[src/bor_pkg.sv]
// What this block does
// - Code 5A enables monitor, 1.7V threshold
// - Code A5 disables monitor, ignores low supply
// - Illegal code: delayed reset, restore control
// - Illegal-code reset sets flag bit 1
// - Brownout only after low exceeds filter
// - Brownout reset sets flag bit 2
// - Brownout reset keeps control register value
// - Monitor active in FAST and SLOW
// - Monitor off in SLEEP and IDLE
// - Control register powers up as 5A
// - Flag bits 7 to 4 read zero
// - Flags set by hardware; software writes set or clear them
// - Watchdog reset running: expiry set, powerdown kept
// - Watchdog reset asleep: only PC, SP cleared
// - Watchdog reset asleep: both flags set
// - POR clears both; pin/brownout keep them
// - POR initialises core, ports, timers, watchdog
// - Illegal pin code: delayed reset, flag bit 3
package bor_pkg;
    // ****************************************************************
    // Register map
    // ****************************************************************
    localparam logic [7:0] OFS_MON_CTRL = 8'h00;
    localparam logic [7:0] OFS_FLAGS = 8'h04;
    localparam logic [7:0] OFS_PIN_CODE = 8'h08;
    localparam logic [7:0] OFS_CORE_STAT = 8'h0C;
    localparam logic [7:0] OFS_IRQ_STAT = 8'h10;
    localparam logic [7:0] OFS_IRQ_MASK = 8'h14;
    // ****************************************************************
    // Codes and reset values
    // ****************************************************************
    localparam logic [7:0] MON_CODE_ON = 8'h5A;
    localparam logic [7:0] MON_CODE_OFF = 8'hA5;
    localparam logic [7:0] MON_CTRL_POR = 8'h5A;
    localparam logic [7:0] PIN_CODE_GPIO = 8'h55;
    localparam logic [7:0] PIN_CODE_RES = 8'hAA;
    localparam logic [7:0] PIN_CODE_POR = 8'hAA;
    localparam logic [3:0] FLAGS_POR = 4'h0;
    // Flag bits
    localparam int FLG_WDT_CODE = 0;
    localparam int FLG_MON_FAULT = 1;
    localparam int FLG_BROWNOUT = 2;
    localparam int FLG_PIN_FAULT = 3;
    // Core status bits
    localparam int CST_PDF = 0;
    localparam int CST_TO = 1;
    // Interrupt event bits
    localparam int EV_BROWNOUT = 0;
    localparam int EV_MON_FAULT = 1;
    localparam int EV_PIN_FAULT = 2;
    localparam int EV_WDT = 3;
    localparam int EV_N = 4;
    // ****************************************************************
    // Timing
    // ****************************************************************
    localparam int unsigned CLK_PERIOD_NS = 100;
    localparam int unsigned BO_FILTER_NS = 120000;
    localparam int unsigned CODE_FAULT_NS = 50000;
    localparam int unsigned BO_FILTER_CYC =
        (BO_FILTER_NS + CLK_PERIOD_NS - 1) / CLK_PERIOD_NS;
    localparam int unsigned CODE_FAULT_CYC =
        (CODE_FAULT_NS + CLK_PERIOD_NS - 1) / CLK_PERIOD_NS;
    localparam int unsigned RESET_PULSE_CYC = 16;
    // ****************************************************************
    // Types
    // ****************************************************************
    typedef enum logic [1:0] {MODE_FAST, MODE_SLOW, MODE_IDLE, MODE_SLEEP}
        bor_mode_e;
    typedef enum logic {ST_RUN, ST_RESET} bor_state_e;
    typedef struct packed {
        logic pc_clear;
        logic irq_disable;
        logic timers_off;
        logic io_inputs;
        logic sp_top;
        logic wdt_clear;
    } bor_init_s;
endpackage : bor_pkg

[src/bor_ctrl.sv]
// Register access over APB and the register offsets were left to the implementer.
`timescale 1ns/1ps
module bor_ctrl #(
    parameter int unsigned FILTER_CYC = bor_pkg::BO_FILTER_CYC,
    parameter int unsigned FAULT_CYC = bor_pkg::CODE_FAULT_CYC,
    parameter int unsigned PULSE_CYC = bor_pkg::RESET_PULSE_CYC,
    parameter int unsigned CNT_W = 16
) (
    input wire logic pclk,
    input wire logic presetn,
    input wire logic psel,
    input wire logic penable,
    input wire logic pwrite,
    input wire logic [7:0] paddr,
    input wire logic [31:0] pwdata,
    output logic [31:0] prdata,
    output logic pready,
    output logic pslverr,
    input wire logic low_supply,
    input wire logic reset_pin_n,
    input wire logic wdt_expiry,
    input wire logic wdt_code_fault,
    input wire bor_pkg::bor_mode_e cpu_mode,
    output logic mcu_reset,
    output logic warm_reset,
    output bor_pkg::bor_init_s init_ctrl,
    output logic monitor_on,
    output logic pin_is_reset,
    output logic irq
);
    // ****************************************************************
    // Elaboration checks
    // ****************************************************************
    if (FILTER_CYC < 1 || FILTER_CYC >= (1 << CNT_W) ||
        FAULT_CYC < 1 || FAULT_CYC >= (1 << CNT_W) ||
        PULSE_CYC < 1 || PULSE_CYC >= (1 << CNT_W))
    begin : g_bad_param
        $error("bor_ctrl: count does not fit counter");
    end

    // ****************************************************************
    // Input synchronisers
    // ****************************************************************
    // Second and third stage must agree before a change is believed
    logic [2:0] lsup_sync_r, lsup_sync_nxt;
    logic [2:0] pin_sync_r, pin_sync_nxt;
    always_comb
    begin
        lsup_sync_nxt = {lsup_sync_r[1:0], low_supply};
        pin_sync_nxt = {pin_sync_r[1:0], reset_pin_n};
    end
    always_ff @(posedge pclk or negedge presetn)
    begin
        if (!presetn)
        begin
            lsup_sync_r <= 3'h0;
            pin_sync_r <= 3'h7;
        end
        else
        begin
            lsup_sync_r <= lsup_sync_nxt;
            pin_sync_r <= pin_sync_nxt;
        end
    end

    // ****************************************************************
    // Main state
    // ****************************************************************
    bor_pkg::bor_state_e st_r, st_nxt;
    logic [CNT_W-1:0] pulse_cnt_r, pulse_cnt_nxt;
    logic [CNT_W-1:0] bo_cnt_r, bo_cnt_nxt;
    logic [CNT_W-1:0] mf_cnt_r, mf_cnt_nxt;
    logic [CNT_W-1:0] pf_cnt_r, pf_cnt_nxt;
    logic [7:0] mon_ctrl_r, mon_ctrl_nxt;
    logic [7:0] pin_code_r, pin_code_nxt;
    logic [3:0] flags_r, flags_nxt;
    logic to_r, to_nxt, pdf_r, pdf_nxt;
    logic [bor_pkg::EV_N-1:0] ev_stat_r, ev_stat_nxt;
    logic [bor_pkg::EV_N-1:0] ev_mask_r, ev_mask_nxt;
    logic lsup_lvl_r, lsup_lvl_nxt, pin_lvl_r, pin_lvl_nxt;
    logic por_r, por_nxt;
    logic mcu_reset_r, mcu_reset_nxt, warm_reset_r, warm_reset_nxt;
    bor_pkg::bor_init_s init_r, init_nxt;
    logic monitor_on_r, monitor_on_nxt;
    logic pin_is_reset_r, pin_is_reset_nxt;
    logic irq_r, irq_nxt;
    logic [31:0] prdata_r, prdata_nxt;
    logic pready_r, pready_nxt, pslverr_r, pslverr_nxt;

    logic running, awake, mon_active, bo_cond, mf_bad, pf_bad, pin_fall;
    logic fire_bo, fire_mf, fire_pf, fire_pin, fire_wdt, wdt_asleep;
    logic wr, rd_setup, hit;
    logic [bor_pkg::EV_N-1:0] ev_set;

    always_comb
    begin
        running = (st_r == bor_pkg::ST_RUN);
        awake = (cpu_mode == bor_pkg::MODE_FAST) ||
                (cpu_mode == bor_pkg::MODE_SLOW);
        mon_active = awake && (mon_ctrl_r == bor_pkg::MON_CODE_ON);
        bo_cond = mon_active && lsup_lvl_r;
        // Whole byte compared each cycle so noise on any bit is seen
        mf_bad = (mon_ctrl_r != bor_pkg::MON_CODE_ON) &&
                 (mon_ctrl_r != bor_pkg::MON_CODE_OFF);
        pf_bad = (pin_code_r != bor_pkg::PIN_CODE_GPIO) &&
                 (pin_code_r != bor_pkg::PIN_CODE_RES);
        pin_fall = pin_lvl_r && (pin_sync_r[2:1] == 2'b00) &&
                   (pin_code_r == bor_pkg::PIN_CODE_RES);
        // Held one cycle past the filter count: strictly longer
        fire_bo = running && bo_cond && (bo_cnt_r == CNT_W'(FILTER_CYC));
        fire_mf = running && !fire_bo && mf_bad &&
                  (mf_cnt_r == CNT_W'(FAULT_CYC - 1));
        fire_pf = running && !fire_bo && !fire_mf && pf_bad &&
                  (pf_cnt_r == CNT_W'(FAULT_CYC - 1));
        fire_pin = running && !fire_bo && !fire_mf && !fire_pf && pin_fall;
        fire_wdt = running && !fire_bo && !fire_mf && !fire_pf &&
                   !fire_pin && wdt_expiry;
        wdt_asleep = fire_wdt && !awake;
        wr = psel && penable && pready_r && pwrite;
        rd_setup = psel && !penable;
        hit = (paddr == bor_pkg::OFS_MON_CTRL) ||
              (paddr == bor_pkg::OFS_FLAGS) ||
              (paddr == bor_pkg::OFS_PIN_CODE) ||
              (paddr == bor_pkg::OFS_CORE_STAT) ||
              (paddr == bor_pkg::OFS_IRQ_STAT) ||
              (paddr == bor_pkg::OFS_IRQ_MASK);
        ev_set = '0;
        ev_set[bor_pkg::EV_BROWNOUT] = fire_bo;
        ev_set[bor_pkg::EV_MON_FAULT] = fire_mf;
        ev_set[bor_pkg::EV_PIN_FAULT] = fire_pf;
        ev_set[bor_pkg::EV_WDT] = fire_wdt;
    end

    always_comb
    begin
        st_nxt = st_r;
        pulse_cnt_nxt = pulse_cnt_r;
        mon_ctrl_nxt = mon_ctrl_r;
        pin_code_nxt = pin_code_r;
        flags_nxt = flags_r;
        to_nxt = to_r;
        pdf_nxt = pdf_r;
        ev_stat_nxt = ev_stat_r;
        ev_mask_nxt = ev_mask_r;
        por_nxt = por_r;
        init_nxt = init_r;
        lsup_lvl_nxt = lsup_lvl_r;
        pin_lvl_nxt = pin_lvl_r;
        if (lsup_sync_r[2] == lsup_sync_r[1])
            lsup_lvl_nxt = lsup_sync_r[2];
        if (pin_sync_r[2] == pin_sync_r[1])
            pin_lvl_nxt = pin_sync_r[2];
        // Filter and fault counters, held clear while a reset is out
        bo_cnt_nxt = (running && bo_cond && !fire_bo) ?
                     bo_cnt_r + CNT_W'(1) : '0;
        mf_cnt_nxt = (running && mf_bad && !fire_mf) ?
                     mf_cnt_r + CNT_W'(1) : '0;
        pf_cnt_nxt = (running && pf_bad && !fire_pf) ?
                     pf_cnt_r + CNT_W'(1) : '0;
        // Software side; hardware sets below win over these
        if (wr)
        begin
            unique case (paddr)
                bor_pkg::OFS_MON_CTRL: mon_ctrl_nxt = pwdata[7:0];
                bor_pkg::OFS_PIN_CODE: pin_code_nxt = pwdata[7:0];
                bor_pkg::OFS_FLAGS: flags_nxt = pwdata[3:0];
                bor_pkg::OFS_IRQ_STAT:
                    ev_stat_nxt = ev_stat_r & ~pwdata[bor_pkg::EV_N-1:0];
                bor_pkg::OFS_IRQ_MASK:
                    ev_mask_nxt = pwdata[bor_pkg::EV_N-1:0];
                default: ;
            endcase
        end
        ev_stat_nxt = ev_stat_nxt | ev_set;
        if (wdt_code_fault)
            flags_nxt[bor_pkg::FLG_WDT_CODE] = 1'b1;
        if (running && !awake)
            pdf_nxt = 1'b1;
        // Reset sources: each applies its own register effects once
        if (fire_bo)
        begin
            flags_nxt[bor_pkg::FLG_BROWNOUT] = 1'b1;
            pin_code_nxt = bor_pkg::PIN_CODE_POR;
        end
        if (fire_mf)
        begin
            flags_nxt[bor_pkg::FLG_MON_FAULT] = 1'b1;
            mon_ctrl_nxt = bor_pkg::MON_CTRL_POR;
            pin_code_nxt = bor_pkg::PIN_CODE_POR;
        end
        if (fire_pf)
        begin
            flags_nxt[bor_pkg::FLG_PIN_FAULT] = 1'b1;
            mon_ctrl_nxt = bor_pkg::MON_CTRL_POR;
            pin_code_nxt = bor_pkg::PIN_CODE_POR;
        end
        if (fire_pin)
        begin
            mon_ctrl_nxt = bor_pkg::MON_CTRL_POR;
            pin_code_nxt = bor_pkg::PIN_CODE_POR;
        end
        if (fire_wdt)
        begin
            to_nxt = 1'b1;
            if (wdt_asleep)
                pdf_nxt = 1'b1;
            else
            begin
                mon_ctrl_nxt = bor_pkg::MON_CTRL_POR;
                pin_code_nxt = bor_pkg::PIN_CODE_POR;
            end
        end
        unique case (st_r)
            bor_pkg::ST_RUN:
            begin
                if (fire_bo || fire_mf || fire_pf || fire_pin || fire_wdt)
                begin
                    st_nxt = bor_pkg::ST_RESET;
                    pulse_cnt_nxt = CNT_W'(PULSE_CYC - 1);
                end
            end
            bor_pkg::ST_RESET:
            begin
                if (pulse_cnt_r == '0)
                begin
                    st_nxt = bor_pkg::ST_RUN;
                    por_nxt = 1'b0;
                    init_nxt = '0;
                end
                else
                    pulse_cnt_nxt = pulse_cnt_r - CNT_W'(1);
            end
        endcase
    end

    // ****************************************************************
    // Output stage
    // ****************************************************************
    always_comb
    begin
        monitor_on_nxt = running && mon_active;
        pin_is_reset_nxt = (pin_code_r == bor_pkg::PIN_CODE_RES);
        // Asleep watchdog only rewinds PC and SP, no full reset
        mcu_reset_nxt = (st_nxt == bor_pkg::ST_RESET) &&
                        !(wdt_asleep || (!running && warm_reset_r));
        warm_reset_nxt = (st_nxt == bor_pkg::ST_RESET) &&
                         (wdt_asleep || (!running && warm_reset_r));
        irq_nxt = |(ev_stat_nxt & ev_mask_nxt);
        pready_nxt = rd_setup;
        pslverr_nxt = rd_setup && !hit;
        prdata_nxt = prdata_r;
        if (rd_setup)
        begin
            prdata_nxt = 32'h0;
            unique case (paddr)
                bor_pkg::OFS_MON_CTRL: prdata_nxt[7:0] = mon_ctrl_r;
                bor_pkg::OFS_FLAGS: prdata_nxt[3:0] = flags_r;
                bor_pkg::OFS_PIN_CODE: prdata_nxt[7:0] = pin_code_r;
                bor_pkg::OFS_CORE_STAT:
                begin
                    prdata_nxt[bor_pkg::CST_PDF] = pdf_r;
                    prdata_nxt[bor_pkg::CST_TO] = to_r;
                end
                bor_pkg::OFS_IRQ_STAT:
                    prdata_nxt[bor_pkg::EV_N-1:0] = ev_stat_r;
                bor_pkg::OFS_IRQ_MASK:
                    prdata_nxt[bor_pkg::EV_N-1:0] = ev_mask_r;
                default: ;
            endcase
        end
    end

    always_ff @(posedge pclk or negedge presetn)
    begin
        if (!presetn)
        begin
            // Power-on: reset pulse with full core initialisation
            st_r <= bor_pkg::ST_RESET;
            pulse_cnt_r <= CNT_W'(PULSE_CYC - 1);
            bo_cnt_r <= '0;
            mf_cnt_r <= '0;
            pf_cnt_r <= '0;
            mon_ctrl_r <= bor_pkg::MON_CTRL_POR;
            pin_code_r <= bor_pkg::PIN_CODE_POR;
            flags_r <= bor_pkg::FLAGS_POR;
            to_r <= 1'b0;
            pdf_r <= 1'b0;
            ev_stat_r <= '0;
            ev_mask_r <= '0;
            lsup_lvl_r <= 1'b0;
            pin_lvl_r <= 1'b1;
            por_r <= 1'b1;
            init_r <= '1;
            mcu_reset_r <= 1'b1;
            warm_reset_r <= 1'b0;
            monitor_on_r <= 1'b0;
            pin_is_reset_r <= 1'b1;
            irq_r <= 1'b0;
            prdata_r <= 32'h0;
            pready_r <= 1'b0;
            pslverr_r <= 1'b0;
        end
        else
        begin
            st_r <= st_nxt;
            pulse_cnt_r <= pulse_cnt_nxt;
            bo_cnt_r <= bo_cnt_nxt;
            mf_cnt_r <= mf_cnt_nxt;
            pf_cnt_r <= pf_cnt_nxt;
            mon_ctrl_r <= mon_ctrl_nxt;
            pin_code_r <= pin_code_nxt;
            flags_r <= flags_nxt;
            to_r <= to_nxt;
            pdf_r <= pdf_nxt;
            ev_stat_r <= ev_stat_nxt;
            ev_mask_r <= ev_mask_nxt;
            lsup_lvl_r <= lsup_lvl_nxt;
            pin_lvl_r <= pin_lvl_nxt;
            por_r <= por_nxt;
            init_r <= init_nxt;
            mcu_reset_r <= mcu_reset_nxt;
            warm_reset_r <= warm_reset_nxt;
            monitor_on_r <= monitor_on_nxt;
            pin_is_reset_r <= pin_is_reset_nxt;
            irq_r <= irq_nxt;
            prdata_r <= prdata_nxt;
            pready_r <= pready_nxt;
            pslverr_r <= pslverr_nxt;
        end
    end

    always_comb
    begin
        prdata = prdata_r;
        pready = pready_r;
        pslverr = pslverr_r;
        mcu_reset = mcu_reset_r;
        warm_reset = warm_reset_r;
        init_ctrl = init_r;
        monitor_on = monitor_on_r;
        pin_is_reset = pin_is_reset_r;
        irq = irq_r;
    end
endmodule : bor_ctrl

[config.mk]
export PLATFORM = sky130hd
export DESIGN_NAME = bor_ctrl
export DESIGN_NICKNAME = d
export VERILOG_FILES = /design/src/bor_pkg.sv /design/src/bor_ctrl.sv
export SDC_FILE = /design/constraint.sdc
export NUM_CORES = 1
export LEC_CHECK = 0
export ABC_AREA = 1
export BUFFER_PORTS_ARGS = -buffer_cell sky130_fd_sc_hd__buf_2
export CORE_MARGIN = 3
export CORE_UTILIZATION = 50
export DETAILED_ROUTE_END_ITERATION = 16
export GPL_TIMING_DRIVEN = 0
export PLACE_DENSITY = 0.81
export SYNTH_ARGS = -nofsm -noshare
export SYNTH_HDL_FRONTEND = slang
export SYNTH_SLANG_ARGS = --single-unit
[constraint.sdc]
create_clock -name pclk -period 4.7 [get_ports pclk]
set_clock_uncertainty 0.05 [all_clocks]
set_input_delay 0.94 -clock pclk [delete_from_list [all_inputs] [get_ports pclk]]
set_output_delay 0.94 -clock pclk [all_outputs]
set_load 0.01 [all_outputs]
== Word level (Yosys, flattened, before mapping) ==
Cells that the tools add are included.

* Register bits: 119
* Input bits: 51
* Output and inout port bits: 45
* Word-level logic and storage cells: 168

* $add $sub $neg: 4
* Equal/unequal tests: 19
* Muxes and demuxes: 40
* Bitwise logic cells: 5
* Reductions and logical operators: 72

{| class="wikitable"
|+ Operators with widths
! operator !! number
|-
| $mux 8 || 15
|-
| $mux 16 || 5
|-
| $add 16x1->16 const B || 3
|-
| $logic_and 1x1->1 || 34
|-
| $eq 16x9->1 const B || 2
|-
| $pmux 16 s2 || 1
|-
| $mux 4 || 6
|-
| $eq 16x11->1 const B || 1
|-
| $eq 8x4->1 const B || 2
|-
| $eq 8x5->1 const B || 2
|-
| $logic_not 16->1 || 1
|-
| $ne 8x7->1 const B || 2
|-
| $ne 8x8->1 const B || 2
|-
| $reduce_bool 2->1 || 8
|-
| $sub 16x1->16 const B || 1
|-
| $pmux 2 s6 || 1
|-
| $reduce_and 2->1 || 6
|-
| $logic_or 1x1->1 || 11
|-
| $pmux 2 s5 || 1
|-
| $mux 1 || 9
|-
| $and 4x4->4 || 2
|-
| $eq 8x3->1 const B || 1
|-
| $eq 8x7->1 const B || 1
|-
| $eq 8x8->1 const B || 1
|-
| 13 further kinds || 22
|}

== Longest topological paths before layout ==
Gate-level depths: netlist of run 1.

* Word-level depth: 24
* Depth in mapped cells: 14
* Mapped depth without buffers: 13

== Worst setup path after synthesis of run 1 ==
Ideal clock, no wire load.

* Path type: input to register
* From: input paddr[7]
* To: register pin_code_r[7]
* Setup time: 0.078 ns
* Arrival: 2.157 ns
* Slack: 2.415 ns
* Stages on the path: 8
* Buffers on the path: 1
* Cell sequence: nor2_1 -> nand3_1 -> inv_1 -> nand3_1 -> nor2_1 -> buf_2 -> mux2i_1 -> nand2_1

* Word-level cells in the longest chain between the ends: 9

{| class="wikitable"
|+ RTL lines
! item !! RTL line !! RTL
|-
| from (decl) || bor_ctrl.sv:14 || <nowiki>input wire logic [7:0] paddr,</nowiki>
|-
| $eq 8x4->1 (*) || bor_ctrl.sv:163 || <nowiki>unique case (paddr)</nowiki>
|-
| $mux 8 (*) || bor_ctrl.sv:163 ||
|-
| $mux 8 (*) || bor_ctrl.sv:161 || <nowiki>if (wr)</nowiki>
|-
| $mux 8 (*) || bor_ctrl.sv:180 || <nowiki>if (fire_bo)</nowiki>
|-
| $mux 8 (*) || bor_ctrl.sv:185 || <nowiki>if (fire_mf)</nowiki>
|-
| $mux 8 (*) || bor_ctrl.sv:191 || <nowiki>if (fire_pf)</nowiki>
|-
| $mux 8 (*) || bor_ctrl.sv:197 || <nowiki>if (fire_pin)</nowiki>
|-
| $mux 8 || bor_ctrl.sv:205 || <nowiki>if (wdt_asleep)</nowiki>
|-
| $mux 8 (*) || bor_ctrl.sv:202 || <nowiki>if (fire_wdt)</nowiki>
|-
| via pin_code_nxt[7] || bor_ctrl.sv:75 || <nowiki>logic [7:0] pin_code_r, pin_code_nxt;</nowiki>
|-
| to (signal assigned) || bor_ctrl.sv:284 || <nowiki>pin_code_r <= bor_pkg::PIN_CODE_POR;</nowiki>
|-
| to (signal assigned) || bor_ctrl.sv:311 || <nowiki>pin_code_r <= pin_code_nxt;</nowiki>
|-
| to (decl) || bor_ctrl.sv:75 ||
|}

The timed path passes the listed nets; every way through them passes the cells marked *.
A chain may end at the register's enable or synchronous reset.

== Final worst setup path of run 1 ==
* From: register pulse_cnt_r[0]
* To: register pulse_cnt_r[7]

* Word-level cells in the longest chain between the ends: 3
* Elaborated cells on any way between the ends: 6
* Classes of those cells: 1 x add/sub; 1 x eq/ne; 2 x mux; 2 x reduce/logical

{| class="wikitable"
|+ RTL lines
! item !! RTL line !! RTL
|-
| from (decl) || bor_ctrl.sv:70 || <nowiki>logic [CNT_W-1:0] pulse_cnt_r, pulse_cnt_nxt;</nowiki>
|-
| from (signal assigned) || bor_ctrl.sv:279 || <nowiki>pulse_cnt_r <= CNT_W'(PULSE_CYC - 1);</nowiki>
|-
| from (signal assigned) || bor_ctrl.sv:306 || <nowiki>pulse_cnt_r <= pulse_cnt_nxt;</nowiki>
|-
| $sub 16x1->16 / $logic_not 16->1 (equally long branches) || bor_ctrl.sv:231, bor_ctrl.sv:224 ||
|-
| $mux 16 / $ne 2x2->1 (equally long branches) || - ||
|-
| $pmux 16 s2 / $reduce_and 2->1 (equally long branches) || - ||
|}

Parallel ways exist; a longest one is shown, timed or not. The select of a mux whose other input is x is not followed.

==> impl_metrics.ini, run 1 <==
[clocking]
clk_pin_slew_ps = 50
post-cts-setup-buffer-count = 0
hold_buffers = 0
cts_resized = 0
clock_latency_ps = 420
cts_tree = done
cts_made_buffers = 17
cts_root_buffer = clkbuf_16
cts.path.max_buffers = 2
cts_max_level = 4
cts.sinks = 119

[detailed_routing]
ant_nets = 0
vias = 5382
wl_per_cell_um = 12.7
wl_mm = 13.7
drc_errors = 0
via_per_inst = 4.99
drt_iter0_drc = 469
firstDrtPassIters = 5

[synthesis]
synth_compound_area_share_pct = 8.65
synth_edf_count = 0
synth_seq_area_share_pct = 47.8
synthesis.area_um2 = 6290
synth-simple-area-share_pct = 28.8
synth_ff_type = dfrtp_1
synthAdderAreaFrac_pct = 1.35
ys_types = 47
synth_xor_area_share_pct = 1.81
synthMuxAreaShare_pct = 0.159
synth_area_per_cell_um2 = 7.78
synthArstFlopShare_pct = 100
synth_top_family_by_area = simple AND/OR/NAND/NOR gates
ys_ff_latch = 119
ys_warn_count = 0
postSynthCellCount = 808

[layout]
diodes = 0
area_growth_syn_to_layout_pct = 19.9
mostFrequentLayoutCells = nand2_1 (186), nor2_1 (117), inv_1 (108)
nNetsFinal = 954
register_area_um2 = 3000
multi_input_area_um2 = 2660
layout_commonest_cell = nand2_1
fin_util_pct = 62.0
fill_cells = 1033
drive_gt1_share_pct = 16.7

[place]
io_buffers = 46
gp_congestion = 0.895
hpwl_mm = 9.58

[power_and_ir_drop]
power_density_nw_per_um2 = 449
total_power_mw = 3.38
max-vdd-ir-drop_uv = 226
p_leak_nw = 3.70

[timing]
period_minus_slack_ps = 2340
fin_tns_setup_ps = 0
setup_viol = 0
slew_headroom_pct = 64.1
max_freq_ghz = 0.428
post-route-period-util_pct = 49.7
rsz0062_at_grt = no
report.final.hold_viol_count = 0
maxSlewViolCount = 0
whs_ps = 294
worst_pin_slew_ps = 535

[worst_setup_path]
crit_buf_inv = 2
worst_path_largest_cell_delay_ps = 380
slowest_stage = dfstp_2
cp-start-kind = flop
cp.arrival_ps = 2590
critPathRequiredTime_ps = 4950
cp_cell_sequence = inv_1 > ha_1 > nand3_2 > nor2_1 > nand2_1 > nor2_1 > nand4_2 > clkbuf_1 > nand3_1 > nand2_1
path_class = reg -> reg
worst_path_dominant_cell_family = simple AND/OR/NAND/NOR gates
crit_path_end_kind = flop
crit_fanout = 10

[global_routing]
grt_pass1_vias = 5007
grtUsageTotal_pct = 20.2
grt_overflow = 0
grt_pass1_wl_mm = 22.8
antenna_found_initial = 0
grt_start_max_net_pins = 90

[min_path]
hold_class = reg -> reg

[die]
ios = 96
row_count = 40
fp.dieArea_um2 = 14000
core_area_um2 = 12200
die_w_um = 118
initial_core_util_pct = 51.7
die_h_um = 118

[run_status]
outcome = finished clean

[run]
cap_viol_max_count = 0
-- where the power goes --
| group | switching [mW] | total, mW | internal (mW) |
|---|---|---|---|
| registers | 0.121 | 1.32 | 1.20 |
| clock network | 0.444 | 1.52 | 1.07 |
| logic | 0.326 | 0.543 | 0.217 |
| total | 0.891 | 3.38 | 2.49 |
-- registers in the layout, summed over array words and instances, names as in the netlist, 3 cells and up --
signal,count
bo_cnt_r,16
ev_mask_r,4
ev_stat_r,4
flags_r,4
lsup_sync_r,3
mf_cnt_r,16
mon_ctrl_r,8
pf_cnt_r,16
pin_code_r,8
pin_sync_r,3
prdata,8
pulse_cnt_r,16
-- cell families (layout without fill, tap and decap cells) --
kind of cell             count (synthesis)  count (layout)
multiplexers                             1               1
flip-flops                             119             119
adder cells (fa/ha/maj)                  7               7
XOR/XNOR                                13              13
buffers and inverters                  155             234
other                                    1              24
AO/OA/AOI/OAI                           94              94
AND/OR/NAND/NOR                        418             418
-- metrics by stage --
step	std cells	instance area (um2)	setup slack, ps
finish	1078	7540	2360
global route	1078	7540	2150
CTS	1078	7540	2350
detailed placement	1046	6850	2030
global placement	1045	6820	1160
floorplan	831	6370	2410
-- synthesized netlist by cell type, types with 3 or more instances --
master | count | area (um2)
nand2_1 | 186 | 698
nor2_1 | 117 | 439
inv_1 | 108 | 405
dfrtp_1 | 99 | 2480
nand3_1 | 47 | 235
o21ai_0 | 41 | 205
a21oi_1 | 32 | 160
buf_4 | 30 | 225
nor3_1 | 24 | 120
dfstp_2 | 20 | 526
nand4_1 | 12 | 75.1
nor3b_1 | 11 | 82.6
xor2_1 | 9 | 78.8
inv_2 | 7 | 26.3
ha_1 | 6 | 75.1
nor4_1 | 5 | 31.3
clkbuf_1 | 4 | 15.0
xnor2_1 | 4 | 35.0
a211oi_1 | 3 | 22.5
o21a_1 | 3 | 22.5
o221ai_1 | 3 | 26.3
-- layer usage --
layer	vias up	wire length (um)	global-route usage, %
met5	-	0	0
met3	33	798	5.45
li1	2711	-	-
met1	2457	5990	25.2
met4	0	325	8.72
met2	181	6570	33.0
-- area by class of cell --
cell class / instances / area share (%)
inverter: 117 / 5.84
buffer: 38 / 3.67
clock buffer: 23 / 6.21
sequential: 119 / 39.8
tap: 168 / 2.79
multi-input combinational: 557 / 35.2
clock inverter: 9 / 2.92
timing repair buffer: 47 / 3.50
-- final timing paths --
kind,startpoint,end,slack (ps),cells past startpoint
max,pulse_cnt_r[0],pulse_cnt_r[7],2360,10
min,lsup_sync_r[0],lsup_sync_r[1],290,0
max reg2reg,pulse_cnt_r[0],pulse_cnt_r[7],2360,10
min reg2reg,lsup_sync_r[0],lsup_sync_r[1],290,0
max in group asynchronous,presetn,init_ctrl[0],3510,2
min in group asynchronous,presetn,bo_cnt_r[13],350,1
Note: power is estimated with default switching activity, not from simulation.
==> inputs of run 2 (changes only) <==
Settings changed: PLACE_DENSITY 0.81 to 0.83.
Clock period 4.7 ns to 2 ns, I/O delays scaled along.
==> impl_metrics.ini, run 2 (synthesized netlist as in run 1, its figures left out) <==
[worst_setup_path]
reg2reg_depth = 13
cp_cell_sequence = nand2_2 > nor2_2 > nand2_2 > nor3_2 > nand2_4 > nand2_4 > inv_2 > o31ai_4 > nand2_4 > buf_4 > inv_1 > nand2_1 > nand2_1
startpoint = mon_ctrl_r[6]
cp.arrival_ps = 2370
cpMostUsedCell = nand2_4
cp-start-kind = flop
r2r_setup_slack_ps = -70
slowest_stage = dfstp_2
path_class = reg -> reg
worst_path_largest_cell_delay_ps = 560
worstReg2RegStart = mon_ctrl_r[6]
crit_fanout = 5
critPathRequiredTime_ps = 2290
crit_path_end_kind = flop
rr_endpoint = pulse_cnt_r[11]

[timing]
max_freq_ghz = 0.483
slew_headroom_pct = 66.0
setup_ws_ps = -71.0
period_minus_slack_ps = 2070
whs_ps = 40.6
worst_pin_slew_ps = 510
post-route-period-util_pct = 104
rsz0062_at_grt = yes
setup_viol = 43
report.final.hold_viol_count = 0
maxSlewViolCount = 0

[min_path]
hold_depth = 1
hp-start = low_supply
hold_class = in -> reg
holdPathEnd = lsup_sync_r[0]

[clocking]
cts.sinks = 119
cts.path.max_buffers = 2
cts_tree = done
clock_latency_ps = 410
clk_pin_slew_ps = 60
cts_max_level = 4
cts_made_buffers = 17
cts_root_buffer = clkbuf_16

[die]
core_area_um2 = 12200
fp.dieArea_um2 = 14000
die_h_um = 118
die_w_um = 118
ios = 96
initial_core_util_pct = 51.7
row_count = 40

[detailed_routing]
drc_errors = 0
ant_nets = 0
wl_met1_mm = 6.29
wl_mm = 15.3
drt_iter0_drc = 616
wl_met3_um = 924
wl_met2_mm = 7.47
wl_per_cell_um = 13.8
firstDrtPassIters = 8
vias = 5757
via_per_inst = 5.19
top_layer = met4

[layout]
mostFrequentLayoutCells = nand2_1 (168), inv_1 (104), dfrtp_1 (99)
drive_gt1_share_pct = 27.3
layout_commonest_cell = nand2_1
area_growth_syn_to_layout_pct = 29.5
register_area_um2 = 3000
multi_input_area_um2 = 3000
diodes = 0
nNetsFinal = 986
fill_cells = 906

[place]
pre_cts_ws_ps = -331
hpwl_mm = 9.74
io_buffers = 46
gp_congestion = 0.903

[global_routing]
antenna_found_initial = 0
grt_start_max_net_pins = 76
grt_pass1_wl_mm = 23.9
grt_pass1_vias = 5396
grtUsageTotal_pct = 20.7
grt_overflow = 0

[power_and_ir_drop]
power_density_nw_per_um2 = 967
total_power_mw = 7.88
p_leak_nw = 3.88
max-vdd-ir-drop_uv = 478

[run_status]
violations = negative setup slack
outcome = complete, but fails checks

[run]
cap_viol_max_count = 0
## run 2: cell count changes in the layout (fill, tap and decap cells not counted), sizes merged
cell / previous run / this run
buf: 81 / 111
bufinv: 7 / 4
clkbuf: 27 / 29
clkinv: 4 / 5
clkinvlp: 0 / 1
dlygate4sd3: 0 / 1
## run 2: power by group
part	switching (mW)	total, mW	leakage, nW	internal (mW)
Combinational	0.927	1.54	2.05	0.609
Sequential	0.271	3.09	1.52	2.82
Clock	1.04	3.25	0.310	2.21
Total	2.24	7.88	3.88	5.64
## run 2: worst max-delay path: cells and delay by family, from the launching register on
family / cells / cell delay [ps]
compound gates: 1 / 80
buf+inv: 3 / 320
flops: 1 / 560
simple gates: 9 / 990
## run 2: repair_timing
| action | CTS | global route |
|---|---|---|
| endpoints found under the setup margin | 60 | 65 |
| gates resized for setup | 27 | 80 |
| endpoints found under the hold margin | 38 | 0 |
| buffers inserted | 9 | 21 |
| pin swaps | 8 | 23 |
| hold buffers | 1 | 0 |
| cloned | 0 | 1 |
## run 2: area by class of cell
cell class / instances / area share, %
buffer: 38 / 3.66
clock buffer: 24 / 6.04
clock inverter: 8 / 1.75
inverter: 117 / 5.51
multi-input combinational: 557 / 36.8
sequential: 119 / 36.9
tap: 168 / 2.58
timing repair buffer: 79 / 6.82
## run 2: metrics by stage
| step | std cells | utilization, % | TNS [ps] | cell area [um2] |
|---|---|---|---|---|
| 2_1_floorplan | 831 | - | 0 | 6370 |
| 3_3_place_gp | 1045 | 56.0 | -110220 | 6820 |
| 3_5_place_dp | 1046 | 56.3 | -11560 | 6850 |
| 4_1_cts | 1088 | 63.1 | 0 | 7670 |
| 5_1_grt | 1110 | 67.0 | -5740 | 8150 |
| 6_report | 1110 | 67.0 | -1570 | 8150 |
## run 2: routing by layer
layer,global-route usage [%],vias to the layer above
met4,11.1,0
met3,4.31,59
met2,34.2,253
li1,-,2779
met5,0,-
met1,25.6,2666
## run 2: worst max-delay path by stage
stage,end,slack (ps),cells past startpoint
floorplan,pulse_cnt_r[10],90,10
global placement,pulse_cnt_r[5],-970,1
detailed placement,pf_cnt_r[2],-330,10
finish,pulse_cnt_r[11],-70,13
global route,pulse_cnt_r[7],-160,13
CTS,pulse_cnt_r[8],0.2,11
